**src/tmrpw_pkg.sv**
```systemverilog
// shared constants and types for the timer / pwm / buzzer block
// assumes a classic wishbone master with 8-bit register data in the low lane
package tmrpw_pkg;

   // register byte offsets
   localparam logic [7:0] ADDR_TMR_A_COUNT = 8'h00;
   localparam logic [7:0] ADDR_TMR_A_MODE = 8'h04;
   localparam logic [7:0] ADDR_POWER_CTRL = 8'h08;
   localparam logic [7:0] ADDR_IRQ_ENABLE = 8'h0c;
   localparam logic [7:0] ADDR_IRQ_FLAG = 8'h10;
   localparam logic [7:0] ADDR_TMR_B_CTRL_A = 8'h14;
   localparam logic [7:0] ADDR_TMR_B_CTRL_B = 8'h18;
   localparam logic [7:0] ADDR_TIMERS_HIGH = 8'h1c;
   localparam logic [7:0] ADDR_TMR_B_RELOAD_LOW = 8'h20;
   localparam logic [7:0] ADDR_PWM_DUTY_LOW = 8'h24;
   localparam logic [7:0] ADDR_BUZZER_CTRL = 8'h28;
   localparam logic [7:0] ADDR_PRESCALE_B_VALUE = 8'h2c;
   localparam logic [7:0] ADDR_TMR_B_COUNT_LOW = 8'h30;
   localparam logic [7:0] ADDR_TMR_B_COUNT_HIGH = 8'h34;

   // field positions
   localparam int MODE_LOWCLK = 7;
   localparam int MODE_SRC = 5;
   localparam int MODE_EDGE = 4;
   localparam int MODE_ASSIGN = 3;
   localparam int PCON_GIE = 7;
   localparam int PCON_RUN_A = 0;
   localparam int IRQ_A = 0;
   localparam int IRQ_B = 3;
   localparam int CA_PWM_OE = 7;
   localparam int CA_POL = 6;
   localparam int CA_SHOT = 2;
   localparam int CA_RELOAD = 1;
   localparam int CA_RUN = 0;
   localparam int CB_SRC = 5;
   localparam int CB_EDGE = 4;
   localparam int CB_PS_EN_N = 3;
   localparam int HI_RELOAD = 4;
   localparam int HI_DUTY = 0;
   localparam int BZ_EN = 7;
   localparam int BZ_FSEL_TMR = 3;

   // values after reset, and the counter end values
   localparam logic [7:0] RST_TMR_A_MODE = 8'h08;
   localparam logic [7:0] RST_CTRL_B = 8'h08;
   localparam logic [9:0] TMR_B_FULL = 10'h3ff;
   localparam logic [9:0] TMR_B_ZERO = 10'h000;
   localparam logic [7:0] TMR_A_TOP = 8'hff;

   typedef struct packed {
      logic [2:0] a;
      logic [2:0] b;
      logic [2:0] l;
   } tmrpw_sync_s;

   typedef struct packed {
      tmrpw_sync_s sync;
      logic ack;
      logic [7:0] rdat;
      logic [7:0] cnt_a;
      logic [7:0] mode_a;
      logic global_irq_en;
      logic run_a;
      logic [7:0] irq_en;
      logic flag_a;
      logic flag_b;
      logic [7:0] ctrl_a;
      logic [7:0] ctrl_b;
      logic [7:0] hi_bits;
      logic [9:0] reload_buf;
      logic [9:0] duty_buf;
      logic [9:0] duty_act;
      logic [9:0] cnt_b;
      logic [7:0] ps_a;
      logic [7:0] ps_b;
      logic [7:0] bz_ctrl;
      logic [7:0] bz_div;
      logic bz_lvl;
      logic irq;
      logic pad;
      logic pad_oe;
   } tmrpw_state_s;

endpackage

```
**src/tmrpw_top.sv**
```systemverilog
// timer a (8-bit up), timer b (10-bit down), pwm and buzzer on one pad
// assumes clk_i is the instruction clock; count inputs are asynchronous
//
// Decided for this implementation: the Wishbone slave port and the register addresses.
module tmrpw_top (
   // clock and reset
   input wire logic clk_i,
   input wire logic rst_i,
   // wishbone slave
   input wire logic wb_cyc_i,
   input wire logic wb_stb_i,
   input wire logic wb_we_i,
   input wire logic [7:0] wb_adr_i,
   input wire logic [3:0] wb_sel_i,
   input wire logic [31:0] wb_dat_i,
   output logic [31:0] wb_dat_o,
   output logic wb_ack_o,
   // count clock inputs
   input wire logic ext_count_clk_a_i,
   input wire logic ext_count_clk_b_i,
   input wire logic low_osc_i,
   // interrupt request and shared pad
   output logic tmr_irq_o,
   output logic shared_out_pad_o,
   output logic shared_out_pad_oe_o
);

   tmrpw_pkg::tmrpw_state_s s_q, s_d;

   function automatic logic [7:0] ratio_mask(input logic [2:0] r);
      logic [8:0] m;
      m = (9'h002 << r) - 9'h001;
      return m[7:0];
   endfunction

   function automatic logic ratio_hit(input logic [7:0] cnt,
                                      input logic [2:0] r);
      return (cnt & ratio_mask(r)) == ratio_mask(r);
   endfunction

   // edge on the second and third sync stages only
   function automatic logic edge_seen(input logic [2:0] sy,
                                      input logic fall);
      return fall ? (sy[2] & ~sy[1]) : (~sy[2] & sy[1]);
   endfunction

   logic req, wr, wr_ok;
   logic src_a, src_b, tick_a, tick_b, unf, ps_b_tick, bz_src, pwm_raw;
   logic [7:0] wd;

   always_comb begin
      s_d = s_q;
      wd = wb_dat_i[7:0];
      req = wb_cyc_i & wb_stb_i;
      // write takes effect at the edge the master sees ack
      wr = req & wb_we_i & s_q.ack;
      wr_ok = wr & wb_sel_i[0];

      // synchronisers: stage 0 read only by stage 1
      s_d.sync.a = {s_q.sync.a[1:0], ext_count_clk_a_i};
      s_d.sync.b = {s_q.sync.b[1:0], ext_count_clk_b_i};
      s_d.sync.l = {s_q.sync.l[1:0], low_osc_i};

      // edge choice on pin or low osc
      if (!s_q.mode_a[tmrpw_pkg::MODE_SRC]) begin
         src_a = 1'b1;
      end else if (s_q.mode_a[tmrpw_pkg::MODE_LOWCLK]) begin
         src_a = edge_seen(s_q.sync.l, s_q.mode_a[tmrpw_pkg::MODE_EDGE]);
      end else begin
         src_a = edge_seen(s_q.sync.a, s_q.mode_a[tmrpw_pkg::MODE_EDGE]);
      end

      // prescaler only while assign bit low
      tick_a = src_a;
      if (!s_q.mode_a[tmrpw_pkg::MODE_ASSIGN]) begin
         tick_a = src_a & ratio_hit(s_q.ps_a, s_q.mode_a[2:0]);
         if (src_a) begin
            s_d.ps_a = s_q.ps_a + 8'h01;
         end
      end

      if (tick_a && s_q.run_a) begin
         s_d.cnt_a = s_q.cnt_a + 8'h01;
         if (s_q.cnt_a == tmrpw_pkg::TMR_A_TOP) begin
            s_d.flag_a = 1'b1;
         end
      end

      src_b = s_q.ctrl_b[tmrpw_pkg::CB_SRC] ?
              edge_seen(s_q.sync.b, s_q.ctrl_b[tmrpw_pkg::CB_EDGE]) : 1'b1;

      ps_b_tick = src_b & ratio_hit(s_q.ps_b, s_q.ctrl_b[2:0]);
      tick_b = src_b;
      if (!s_q.ctrl_b[tmrpw_pkg::CB_PS_EN_N]) begin
         tick_b = ps_b_tick;
         if (src_b) begin
            s_d.ps_b = s_q.ps_b + 8'h01;
         end
      end

      unf = 1'b0;
      if (tick_b && s_q.ctrl_a[tmrpw_pkg::CA_RUN]) begin
         if (s_q.cnt_b == tmrpw_pkg::TMR_B_ZERO) begin
            unf = 1'b1;
            s_d.flag_b = 1'b1;
            // new duty takes effect at underflow
            s_d.duty_act = s_q.duty_buf;
            if (s_q.ctrl_a[tmrpw_pkg::CA_SHOT]) begin
               s_d.ctrl_a[tmrpw_pkg::CA_RUN] = 1'b0;
            end else if (s_q.ctrl_a[tmrpw_pkg::CA_RELOAD]) begin
               s_d.cnt_b = s_q.reload_buf;
            end else begin
               s_d.cnt_b = tmrpw_pkg::TMR_B_FULL;
            end
         end else begin
            s_d.cnt_b = s_q.cnt_b - 10'h001;
         end
      end

      bz_src = s_q.bz_ctrl[tmrpw_pkg::BZ_FSEL_TMR] ? unf : ps_b_tick;
      if (bz_src) begin
         s_d.bz_div = s_q.bz_div + 8'h01;
         if (ratio_hit(s_q.bz_div, s_q.bz_ctrl[2:0])) begin
            s_d.bz_lvl = ~s_q.bz_lvl;
         end
      end

      pwm_raw = s_q.ctrl_a[tmrpw_pkg::CA_RUN] & (s_q.cnt_b < s_q.duty_act);

      // register writes; hardware set above wins over a clear
      if (wr_ok) begin
         unique case (wb_adr_i)
            tmrpw_pkg::ADDR_TMR_A_COUNT: begin
               s_d.cnt_a = wd;
            end
            tmrpw_pkg::ADDR_TMR_A_MODE: begin
               s_d.mode_a = wd;
               if (!wd[tmrpw_pkg::MODE_ASSIGN]) begin
                  s_d.ps_a = 8'h00;
               end
            end
            tmrpw_pkg::ADDR_POWER_CTRL: begin
               s_d.global_irq_en = wd[tmrpw_pkg::PCON_GIE];
               s_d.run_a = wd[tmrpw_pkg::PCON_RUN_A];
            end
            tmrpw_pkg::ADDR_IRQ_ENABLE: begin
               s_d.irq_en = wd;
            end
            tmrpw_pkg::ADDR_IRQ_FLAG: begin
               s_d.flag_a = s_d.flag_a |
                            (s_q.flag_a & wd[tmrpw_pkg::IRQ_A]);
               if (!(tick_a && s_q.run_a && s_q.cnt_a == 8'hff)) begin
                  s_d.flag_a = s_q.flag_a & wd[tmrpw_pkg::IRQ_A];
               end
               s_d.flag_b = unf | (s_q.flag_b & wd[tmrpw_pkg::IRQ_B]);
            end
            tmrpw_pkg::ADDR_TMR_B_CTRL_A: begin
               s_d.ctrl_a = wd;
            end
            tmrpw_pkg::ADDR_TMR_B_CTRL_B: begin
               s_d.ctrl_b = wd;
            end
            tmrpw_pkg::ADDR_TIMERS_HIGH: begin
               s_d.hi_bits = wd;
            end
            tmrpw_pkg::ADDR_TMR_B_RELOAD_LOW: begin
               s_d.reload_buf = {s_q.hi_bits[tmrpw_pkg::HI_RELOAD +: 2], wd};
               if (!s_q.ctrl_a[tmrpw_pkg::CA_RUN]) begin
                  s_d.cnt_b = {s_q.hi_bits[tmrpw_pkg::HI_RELOAD +: 2], wd};
               end
            end
            tmrpw_pkg::ADDR_PWM_DUTY_LOW: begin
               s_d.duty_buf = {s_q.hi_bits[tmrpw_pkg::HI_DUTY +: 2], wd};
            end
            tmrpw_pkg::ADDR_BUZZER_CTRL: begin
               s_d.bz_ctrl = wd;
            end
            default: begin
            end
         endcase
      end

      // registered answer; ack drops the cycle after it is given
      s_d.ack = req & ~s_q.ack;
      if (req && !s_q.ack) begin
         unique case (wb_adr_i)
            tmrpw_pkg::ADDR_TMR_A_COUNT: s_d.rdat = s_q.cnt_a;
            tmrpw_pkg::ADDR_TMR_A_MODE: s_d.rdat = s_q.mode_a;
            tmrpw_pkg::ADDR_POWER_CTRL:
               s_d.rdat = {s_q.global_irq_en, 6'h00, s_q.run_a};
            tmrpw_pkg::ADDR_IRQ_ENABLE: s_d.rdat = s_q.irq_en;
            tmrpw_pkg::ADDR_IRQ_FLAG:
               s_d.rdat = {4'h0, s_q.flag_b, 2'h0, s_q.flag_a};
            tmrpw_pkg::ADDR_TMR_B_CTRL_A: s_d.rdat = s_q.ctrl_a;
            tmrpw_pkg::ADDR_TMR_B_CTRL_B: s_d.rdat = s_q.ctrl_b;
            tmrpw_pkg::ADDR_TIMERS_HIGH: s_d.rdat = s_q.hi_bits;
            tmrpw_pkg::ADDR_TMR_B_RELOAD_LOW: s_d.rdat = s_q.cnt_b[7:0];
            tmrpw_pkg::ADDR_PWM_DUTY_LOW: s_d.rdat = s_q.duty_buf[7:0];
            tmrpw_pkg::ADDR_BUZZER_CTRL: s_d.rdat = s_q.bz_ctrl;
            tmrpw_pkg::ADDR_PRESCALE_B_VALUE: s_d.rdat = s_q.ps_b;
            tmrpw_pkg::ADDR_TMR_B_COUNT_LOW: s_d.rdat = s_q.cnt_b[7:0];
            tmrpw_pkg::ADDR_TMR_B_COUNT_HIGH:
               s_d.rdat = {6'h00, s_q.cnt_b[9:8]};
            default: s_d.rdat = 8'h00;
         endcase
      end

      // timer a request gated by enables
      // timer b request gated by enables
      s_d.irq = s_q.global_irq_en & ((s_q.flag_a & s_q.irq_en[tmrpw_pkg::IRQ_A]) |
                           (s_q.flag_b & s_q.irq_en[tmrpw_pkg::IRQ_B]));

      // pwm before buzzer on the pad
      if (s_q.ctrl_a[tmrpw_pkg::CA_PWM_OE]) begin
         s_d.pad = pwm_raw ^ s_q.ctrl_a[tmrpw_pkg::CA_POL];
         s_d.pad_oe = 1'b1;
      end else if (s_q.bz_ctrl[tmrpw_pkg::BZ_EN]) begin
         s_d.pad = s_q.bz_lvl;
         s_d.pad_oe = 1'b1;
      end else begin
         s_d.pad = 1'b0;
         s_d.pad_oe = 1'b0;
      end
   end

   always_ff @(posedge clk_i) begin
      if (rst_i) begin
         s_q <= '0;
         s_q.mode_a <= tmrpw_pkg::RST_TMR_A_MODE;
         s_q.ctrl_b <= tmrpw_pkg::RST_CTRL_B;
         s_q.cnt_b <= tmrpw_pkg::TMR_B_FULL;
         s_q.reload_buf <= tmrpw_pkg::TMR_B_FULL;
      end else begin
         s_q <= s_d;
      end
   end

   assign wb_dat_o = {24'h000000, s_q.rdat};
   assign wb_ack_o = s_q.ack;
   assign tmr_irq_o = s_q.irq;
   assign shared_out_pad_o = s_q.pad;
   assign shared_out_pad_oe_o = s_q.pad_oe;

endmodule // tmrpw_top

```
**config.mk**
```make
export PLATFORM = sky130hd
export DESIGN_NAME = tmrpw_top
export DESIGN_NICKNAME = d
export VERILOG_FILES = /design/src/tmrpw_pkg.sv /design/src/tmrpw_top.sv
export SDC_FILE = /design/constraint.sdc
export NUM_CORES = 1
export LEC_CHECK = 0
export ABC_AREA = 1
export BUFFER_PORTS_ARGS = -buffer_cell sky130_fd_sc_hd__buf_4
export CORE_ASPECT_RATIO = 1.2
export CORE_MARGIN = 4
export CORE_UTILIZATION = 60
export CTS_CLUSTER_SIZE = 25
export DETAILED_ROUTE_END_ITERATION = 10
export PLACE_DENSITY = 0.82
export SETUP_SLACK_MARGIN = 0.4
export SLEW_MARGIN = 40
export SYNTH_ARGS = -nofsm -noshare
export SYNTH_HDL_FRONTEND = slang
export SYNTH_SLANG_ARGS = --single-unit
```
**constraint.sdc**
```tcl
create_clock -name clk_i -period 4.2 [get_ports clk_i]
set_input_delay 0.42 -clock clk_i [delete_from_list [all_inputs] [get_ports clk_i]]
set_output_delay 0.42 -clock clk_i [all_outputs]
set_load 0.01 [all_outputs]
```
==> flow_metrics.env, run 1 <==
export IMPL_vias=7208
export IMPL_yosysMostFrequentCell="nand2_1"
export IMPL_p_leak_nw=3.443
export IMPL_multiInputGateArea_um2=3740
export IMPL_drive_above_1_share=0.09207
export IMPL_worst_slack_ps=1693
export IMPL_ios=88
export IMPL_wl_per_cell_um=16.34
export IMPL_irDropWorstVdd_v=0.0003160
export IMPL_antenna_found_initial=0
export IMPL_hold_depth=3
export IMPL_portBuffers=36
export IMPL_reg2reg_slack_ps=1690
export IMPL_final_max_slew_violation_count=0
export IMPL_synth_distinct_cells=44
export IMPL_syn_area_um2=7580
export IMPL_final_core_util=0.6894
export IMPL_total_power_mw=3.212
export IMPL_hold_slack_ps=192.4
export IMPL_cp_end_kind="register"
export IMPL_r2r_cells=13
export IMPL_grt_pass1_vias=6712
export IMPL_switching_power_mw=0.6826
export IMPL_final_cell_area_um2=8426
export IMPL_crit_type="register to register"
export IMPL_power_density_nw_per_um2=381.2
export IMPL_area_growth_pct=11.16
export IMPL_nFillCells=1075
export IMPL_ys_async_sr_fraction=0
export IMPL_grt_max_degree=57
export IMPL_clk_latency_ps=430
export IMPL_synth_flop_cell="dfxtp_1"
export IMPL_p_sw_frac=0.2125
export IMPL_r2r_end="s_q[54]$_SDFFE_PP0P_"
export IMPL_max_cap_violations=0
export IMPL_dr_pass1_iters=5
export IMPL_min_to="s_d[141]$_SDFF_PP0_"
export IMPL_yosysWarnings=0
export IMPL_cts_sinks=146
export IMPL_die_w_um=110.6
export IMPL_preCtsSetupSlack_ps=1609
export IMPL_crit_start="s_q[85]$_SDFFE_PP0P_"
export IMPL_hp_start="ext_count_clk_b_i"
export IMPL_tightest_slew_ps=796.7
export IMPL_wl_um=20560
export IMPL_root_buffer="clkbuf_16"
export IMPL_cts_max_level=4
export IMPL_rsz0062_at_grt="no"
export IMPL_max_slew_margin_rel=0.4669
export IMPL_synth_top_area_cell="dfxtp_1"
export IMPL_cts_setup_buffers=0
export IMPL_hold_viol_final=0
export IMPL_grt_pass1_wl_um=33620
export IMPL_syn_inst=1068
export IMPL_grt_overflow=0
export IMPL_status="completed"
export IMPL_diodes=0
export IMPL_reg2reg_from="s_q[85]$_SDFFE_PP0P_"
export IMPL_fin_crit_ps=2507
export IMPL_ant_nets=0
export IMPL_cp_max_fo=13
export IMPL_fp_row_count=44
export IMPL_coreArea_um2=12220
export IMPL_final_instance_count_excl_fill=1258
export IMPL_holdBufCountCts=0
export IMPL_dieArea_um2=14500
export IMPL_ys_ff_latch=146
export IMPL_fp_dieH_um=131.1
export IMPL_setup_viol=0
export IMPL_nets=1152
export IMPL_drtIter0Drc=740
export IMPL_synth_common_cells="nand2_1, inv_1, dfxtp_1"
export IMPL_dpl_cell_area_um2=7761
export IMPL_max_freq_mhz=398.9
export IMPL_clk_pin_slew_ps=60
export IMPL_finalCritPeriodShare=0.5969
export IMPL_syn_area_per_cell_um2=7.097
export IMPL_clockBufferDepth=2
export IMPL_place_congestion=0.9808
export IMPL_synth_top_area_frac=0.3856
export IMPL_hold_path_class="input pin to register"
export IMPL_clockPowerShare=0.534
export IMPL_start_util=0.6202
export IMPL_power_frac_comb=0.033
export IMPL_cts_tree="yes"
export IMPL_synth_area_top_cells="dfxtp_1, nand2_1, inv_1, a21oi_1, o21ai_0"
export IMPL_seqPwrFrac=0.433
export IMPL_cts_resized=0
export IMPL_seqCellArea_um2=2923
export IMPL_synth_edff_count=0
export IMPL_track_usage=0.2845
export IMPL_post_dp_hpwl_um=14740
export IMPL_required_ps=4550
export IMPL_skew_ps=7.592
export IMPL_synth_yosys_seq_area_share=0.3856
export IMPL_start_kind="register"
export IMPL_cp_arrival_ps=2860
export IMPL_intPower_mw=2.529
export IMPL_drcViolationCount=0
export IMPL_viasPerCell=5.730
export IMPL_dp_cells=1226
export IMPL_fin_tns_setup_ps=0
export IMPL_cts_buffers=17
kinds of logic (layout without fill, tap and decap cells):
group                    count (synthesis)  count (layout)  share of synthesized area
flip-flops                             146             146                     0.3856
AO/OA/AOI/OAI                          295             295                     0.2187
XOR/XNOR                                16              16                    0.01849
adder cells (fa/ha/maj)                 16              16                    0.02641
other                                    1              24                  0.0004947
AND/OR/NAND/NOR                        367             367                     0.2176
buffers and inverters                  227             233                     0.1327
layout by cell type (no fill, tap or decap), drive strengths merged:
| cell type | instances |
|---|---|
| xnor2 | 2 |
| o21a | 1 |
| dfxtp | 146 |
| nand4 | 15 |
| ha | 16 |
| nor4 | 1 |
| conb | 24 |
| o21bai | 3 |
| clkinv | 7 |
| xor2 | 14 |
| bufinv | 6 |
| or2 | 1 |
| a21boi | 1 |
| a221oi | 10 |
| nor3b | 1 |
| o211a | 1 |
| o211ai | 23 |
| nor2 | 87 |
| nand3 | 77 |
| nand2 | 173 |
| clkinvlp | 2 |
| o2111ai | 3 |
| o22ai | 19 |
| o21ai | 105 |
| nor3 | 12 |
| a31oi | 6 |
| buf | 38 |
| o2111a | 1 |
| inv | 162 |
| o31ai | 2 |
| a211oi | 6 |
| clkbuf | 18 |
| a21oi | 114 |
worst max-delay path, stage by stage (launching register included):
cell     delay, ps
dfxtp_1        520
inv_1          110
nand3_1         80
ha_1           240
inv_1           80
nand4_1        110
a21oi_1         90
nor2_2         130
nand2_2         70
nand2_4        100
nand2_4        120
inv_4          170
nand2_1        340
a21oi_1        250
worst max path at each step:
| stage | end | slack [ps] |
|---|---|---|
| 2_1_floorplan | s_q[100]$_SDFF_PP0_ | 2280 |
| 3_3_place_gp | s_q[66]$_SDFFE_PP1P_ | 1660 |
| 3_5_place_dp | s_q[103]$_SDFFE_PP0P_ | 1610 |
| 4_1_cts | s_q[54]$_SDFFE_PP0P_ | 1730 |
| 5_1_grt | s_q[51]$_SDFFE_PP0P_ | 1470 |
| 6_report | s_q[54]$_SDFFE_PP0P_ | 1690 |
per-layer routing:
metal  vias to the layer above  part of all wire  wire length (µm)  global-route usage
li1                       3545                 -                 -                   -
met1                      3263              0.38              7904              0.3484
met2                       323              0.48              9819              0.4639
met3                        77             0.089              1837             0.06946
met4                         0             0.048               994              0.1485
met5                         -                 0                 0                   0
final cells by class:
class / instances / share of cell area
repair buffers: 38 / 0.03386
multi-input cells: 718 / 0.4439
clock inverters: 14 / 0.02762
clock buffers: 18 / 0.05094
well taps: 161 / 0.02391
inverters: 163 / 0.07291
flip-flops and latches: 146 / 0.3469
state kept, by name, summed over array words and instances (netlist names):
signal / count
s_d: 6
tmr_irq_o: 1
shared_out_pad_o: 1
wb_dat_o: 8
s_q: 128
wb_ack_o: 1
shared_out_pad_oe_o: 1
power groups by stage:
stage | sequential [mW] | clock (mW) | combinational [mW]
after floorplan | 1.42 | 0 | 0.0729
after global placement | 1.42 | 0 | 0.102
after detailed placement | 1.42 | 0 | 0.103
after CTS | 1.39 | 1.72 | 0.104
after global routing | 1.39 | 1.78 | 0.116
final | 1.39 | 1.72 | 0.107
Note: power is estimated with default switching activity, not from simulation.
==> run 2: changes to the inputs <==
--- a/config.mk
+++ b/config.mk
@@ -9,10 +9,10 @@
 export BUFFER_PORTS_ARGS = -buffer_cell sky130_fd_sc_hd__buf_4
 export CORE_ASPECT_RATIO = 1.2
 export CORE_MARGIN = 4
-export CORE_UTILIZATION = 60
+export CORE_UTILIZATION = 59
 export CTS_CLUSTER_SIZE = 25
 export DETAILED_ROUTE_END_ITERATION = 10
-export PLACE_DENSITY = 0.82
+export PLACE_DENSITY = 0.8
 export SETUP_SLACK_MARGIN = 0.4
 export SLEW_MARGIN = 40
 export SYNTH_ARGS = -nofsm -noshare
==> constraint.sdc (replaced) <==
create_clock -name clk_i -period 2.42 [get_ports clk_i]
set_input_delay 0.242 -clock clk_i [delete_from_list [all_inputs] [get_ports clk_i]]
set_output_delay 0.242 -clock clk_i [all_outputs]
set_load 0.01 [all_outputs]
==> run 2 against run 1 <==
Net effect:
- via count up 2.7%
- routed wire length rose by 4.4%
- non-clock buffer count is 30 higher
- worst setup slack worse by 1300 ps
- global-route usage rose by 0.28 points
- final area increased by 3.3%
==> flow_metrics.env, run 2 (synthesis gave the netlist of run 1 again) <==
export IMPL_largest_reg_flops=128
export IMPL_drtIter0Drc=594
export IMPL_r2r_cells=14
export IMPL_dr_pass1_iters=6
export IMPL_cts_sinks=146
export IMPL_dp_cells=1246
export IMPL_max_cap_violations=0
export IMPL_place_congestion=0.9529
export IMPL_p_sw_frac=0.2188
export IMPL_ant_nets=0
export IMPL_crit_buf_inv=3
export IMPL_coreArea_um2=12610
export IMPL_clockPowerShare=0.494
export IMPL_top_register="s_q"
export IMPL_final_instance_count_excl_fill=1293
export IMPL_drive_above_1_share=0.1355
export IMPL_fin_crit_ps=2006
export IMPL_finalCritPeriodShare=0.8289
export IMPL_cp_end_kind="register"
export IMPL_grt_max_degree=57
export IMPL_die_w_um=111.5
export IMPL_max_slew_margin_rel=0.5676
export IMPL_crit_start="s_q[85]$_SDFFE_PP0P_"
export IMPL_antenna_found_initial=0
export IMPL_vias=7401
export IMPL_required_ps=2780
export IMPL_nets=1184
export IMPL_setup_viol=0
export IMPL_diodes=0
export IMPL_start_util=0.6010
export IMPL_status="completed"
export IMPL_root_buffer="clkbuf_16"
export IMPL_max_freq_mhz=498.5
export IMPL_crit_cells=14
export IMPL_switching_power_mw=1.127
export IMPL_wl_per_cell_um=16.60
export IMPL_cp_endpoint="s_q[46]$_SDFFE_PP0P_"
export IMPL_clk_pin_slew_ps=60
export IMPL_hold_viol_final=0
export IMPL_viasPerCell=5.724
export IMPL_power_density_nw_per_um2=591.7
export IMPL_fin_tns_setup_ps=0
export IMPL_post_dp_hpwl_um=15330
export IMPL_holdBufCountCts=0
export IMPL_cts_buffers=17
export IMPL_start_kind="register"
export IMPL_slowest_stage="dfxtp_4"
export IMPL_final_max_slew_violation_count=0
export IMPL_power_frac_comb=0.037
export IMPL_nFillCells=1083
export IMPL_grt_overflow=0
export IMPL_cts_tree="yes"
export IMPL_wl_um=21470
export IMPL_hold_path_class="input pin to register"
export IMPL_fp_dieH_um=132.2
export IMPL_r2r_end="s_q[46]$_SDFFE_PP0P_"
export IMPL_clockBufferDepth=2
export IMPL_grt_pass1_wl_um=34100
export IMPL_reg2reg_slack_ps=410
export IMPL_area_growth_pct=14.81
export IMPL_preCtsSetupSlack_ps=230.6
export IMPL_seqPwrFrac=0.469
export IMPL_cp_arrival_ps=2360
export IMPL_fp_row_count=45
export IMPL_path_delay_family="simple AND/OR/NAND/NOR gates"
export IMPL_tightest_slew_ps=648.6
export IMPL_crit_type="register to register"
export IMPL_path_cells="inv_1 -> nand3_2 -> ha_4 -> nor2_2 -> nor2_1 -> nand3_1 -> nor2_2 -> nand2_2 -> nand2_4 -> nand2_4 -> inv_8 -> nand2_1 -> buf_6 -> a21oi_2"
export IMPL_worst_slack_ps=414.1
export IMPL_dieArea_um2=14730
export IMPL_grt_pass1_vias=6842
export IMPL_reg2reg_from="s_q[85]$_SDFFE_PP0P_"
export IMPL_max_stage_delay_ps=360
export IMPL_intPower_mw=4.022
export IMPL_layout_common_cells="nand2_1, inv_1, dfxtp_1, a21oi_1, o21ai_0"
export IMPL_track_usage=0.2872
export IMPL_clk_latency_ps=430
export IMPL_cts_max_level=4
export IMPL_skew_ps=9.085
export IMPL_layout_commonest_cell="nand2_1"
export IMPL_irDropWorstVdd_v=0.0004409
export IMPL_ios=88
export IMPL_drcViolationCount=0
export IMPL_rsz0062_at_grt="yes"
export IMPL_p_leak_nw=3.583
export IMPL_cp_max_fo=7
export IMPL_portBuffers=36
==> run 2: cell types whose count changed in the layout (fill, tap and decap cells not counted), sizes merged <==
cell / previous run / this run
buf: 38 / 68
bufinv: 6 / 2
clkbuf: 18 / 21
clkinvlp: 2 / 3
nand2: 173 / 174
clkinv: 7 / 10
inv: 162 / 160
==> run 2: repair_timing <==
action,4_1_cts,5_1_grt
gates cloned,0,2
buffers inserted,6,7
gates resized for setup,10,30
hold endpoints to repair,0,0
pin swaps,3,11
endpoints found under the setup margin,29,38
==> run 2: metrics by stage <==
stage	power (mW)	util	area, µm²	hold WS, ps
6_report	5.149	0.6900	8702	16.56
5_1_grt	5.301	0.6900	8702	30.60
4_1_cts	5.168	0.6778	8548	13.13
3_5_place_dp	2.651	0.6268	7905	392.6
3_3_place_gp	2.649	0.6268	7905	393.6
2_1_floorplan	2.592	-	7666	349.0
==> run 2: how the worst min path moves through the flow <==
| stage | endpoint | from | cells past startpoint |
|---|---|---|---|
| 2_1_floorplan | s_d[138]$_SDFF_PP0_ | low_osc_i | 2 |
| 3_3_place_gp | s_d[142]$_SDFF_PP0_ | s_d[141]$_SDFF_PP0_ | 2 |
| 3_5_place_dp | s_d[142]$_SDFF_PP0_ | s_d[141]$_SDFF_PP0_ | 2 |
| 4_1_cts | s_d[144]$_SDFF_PP0_ | ext_count_clk_a_i | 3 |
| 5_1_grt | s_d[141]$_SDFF_PP0_ | ext_count_clk_b_i | 3 |
| 6_report | s_d[141]$_SDFF_PP0_ | ext_count_clk_b_i | 3 |
==> run 2: layout make-up <==
class / instances / area, µm² / area share
sequential: 146 / 2929 / 0.3366
inverter: 163 / 623.1 / 0.07160
clock inverter: 11 / 111.4 / 0.01280
timing repair buffer: 68 / 541.8 / 0.06226
clock buffer: 21 / 460.4 / 0.05291
tap: 164 / 205.2 / 0.02358
timing repair inverter: 1 / 5.005 / 0.0005751
multi-input combinational: 719 / 3826 / 0.4397
==> run 2: metal layers <==
layer  vias up  track usage  share of wire
met1      3306       0.3460           0.39
met5         -            0              0
li1       3626            -              -
met4         0       0.1765          0.059
met3        98      0.06612          0.090
met2       371       0.4641           0.47
==> run 2: power groups by stage <==
| stage | Clock, mW | Sequential, mW | Combinational (mW) |
|---|---|---|---|
| 3_3_place_gp | 0 | 2.47 | 0.183 |
| 2_1_floorplan | 0 | 2.47 | 0.127 |
| 3_5_place_dp | 0 | 2.47 | 0.185 |
| 4_1_cts | 2.57 | 2.41 | 0.186 |
| 5_1_grt | 2.68 | 2.41 | 0.207 |
| 6_report | 2.54 | 2.41 | 0.192 |
==> run 2: worst register-to-register path: cells and delay by family, from the launching register on <==
kind | cells | cell delay [ps]
AND/OR/NAND/NOR | 9 | 810
flip-flops | 1 | 360
buffers and inverters | 3 | 350
adder cells (fa/ha/maj) | 1 | 270
AO/OA/AOI/OAI | 1 | 140
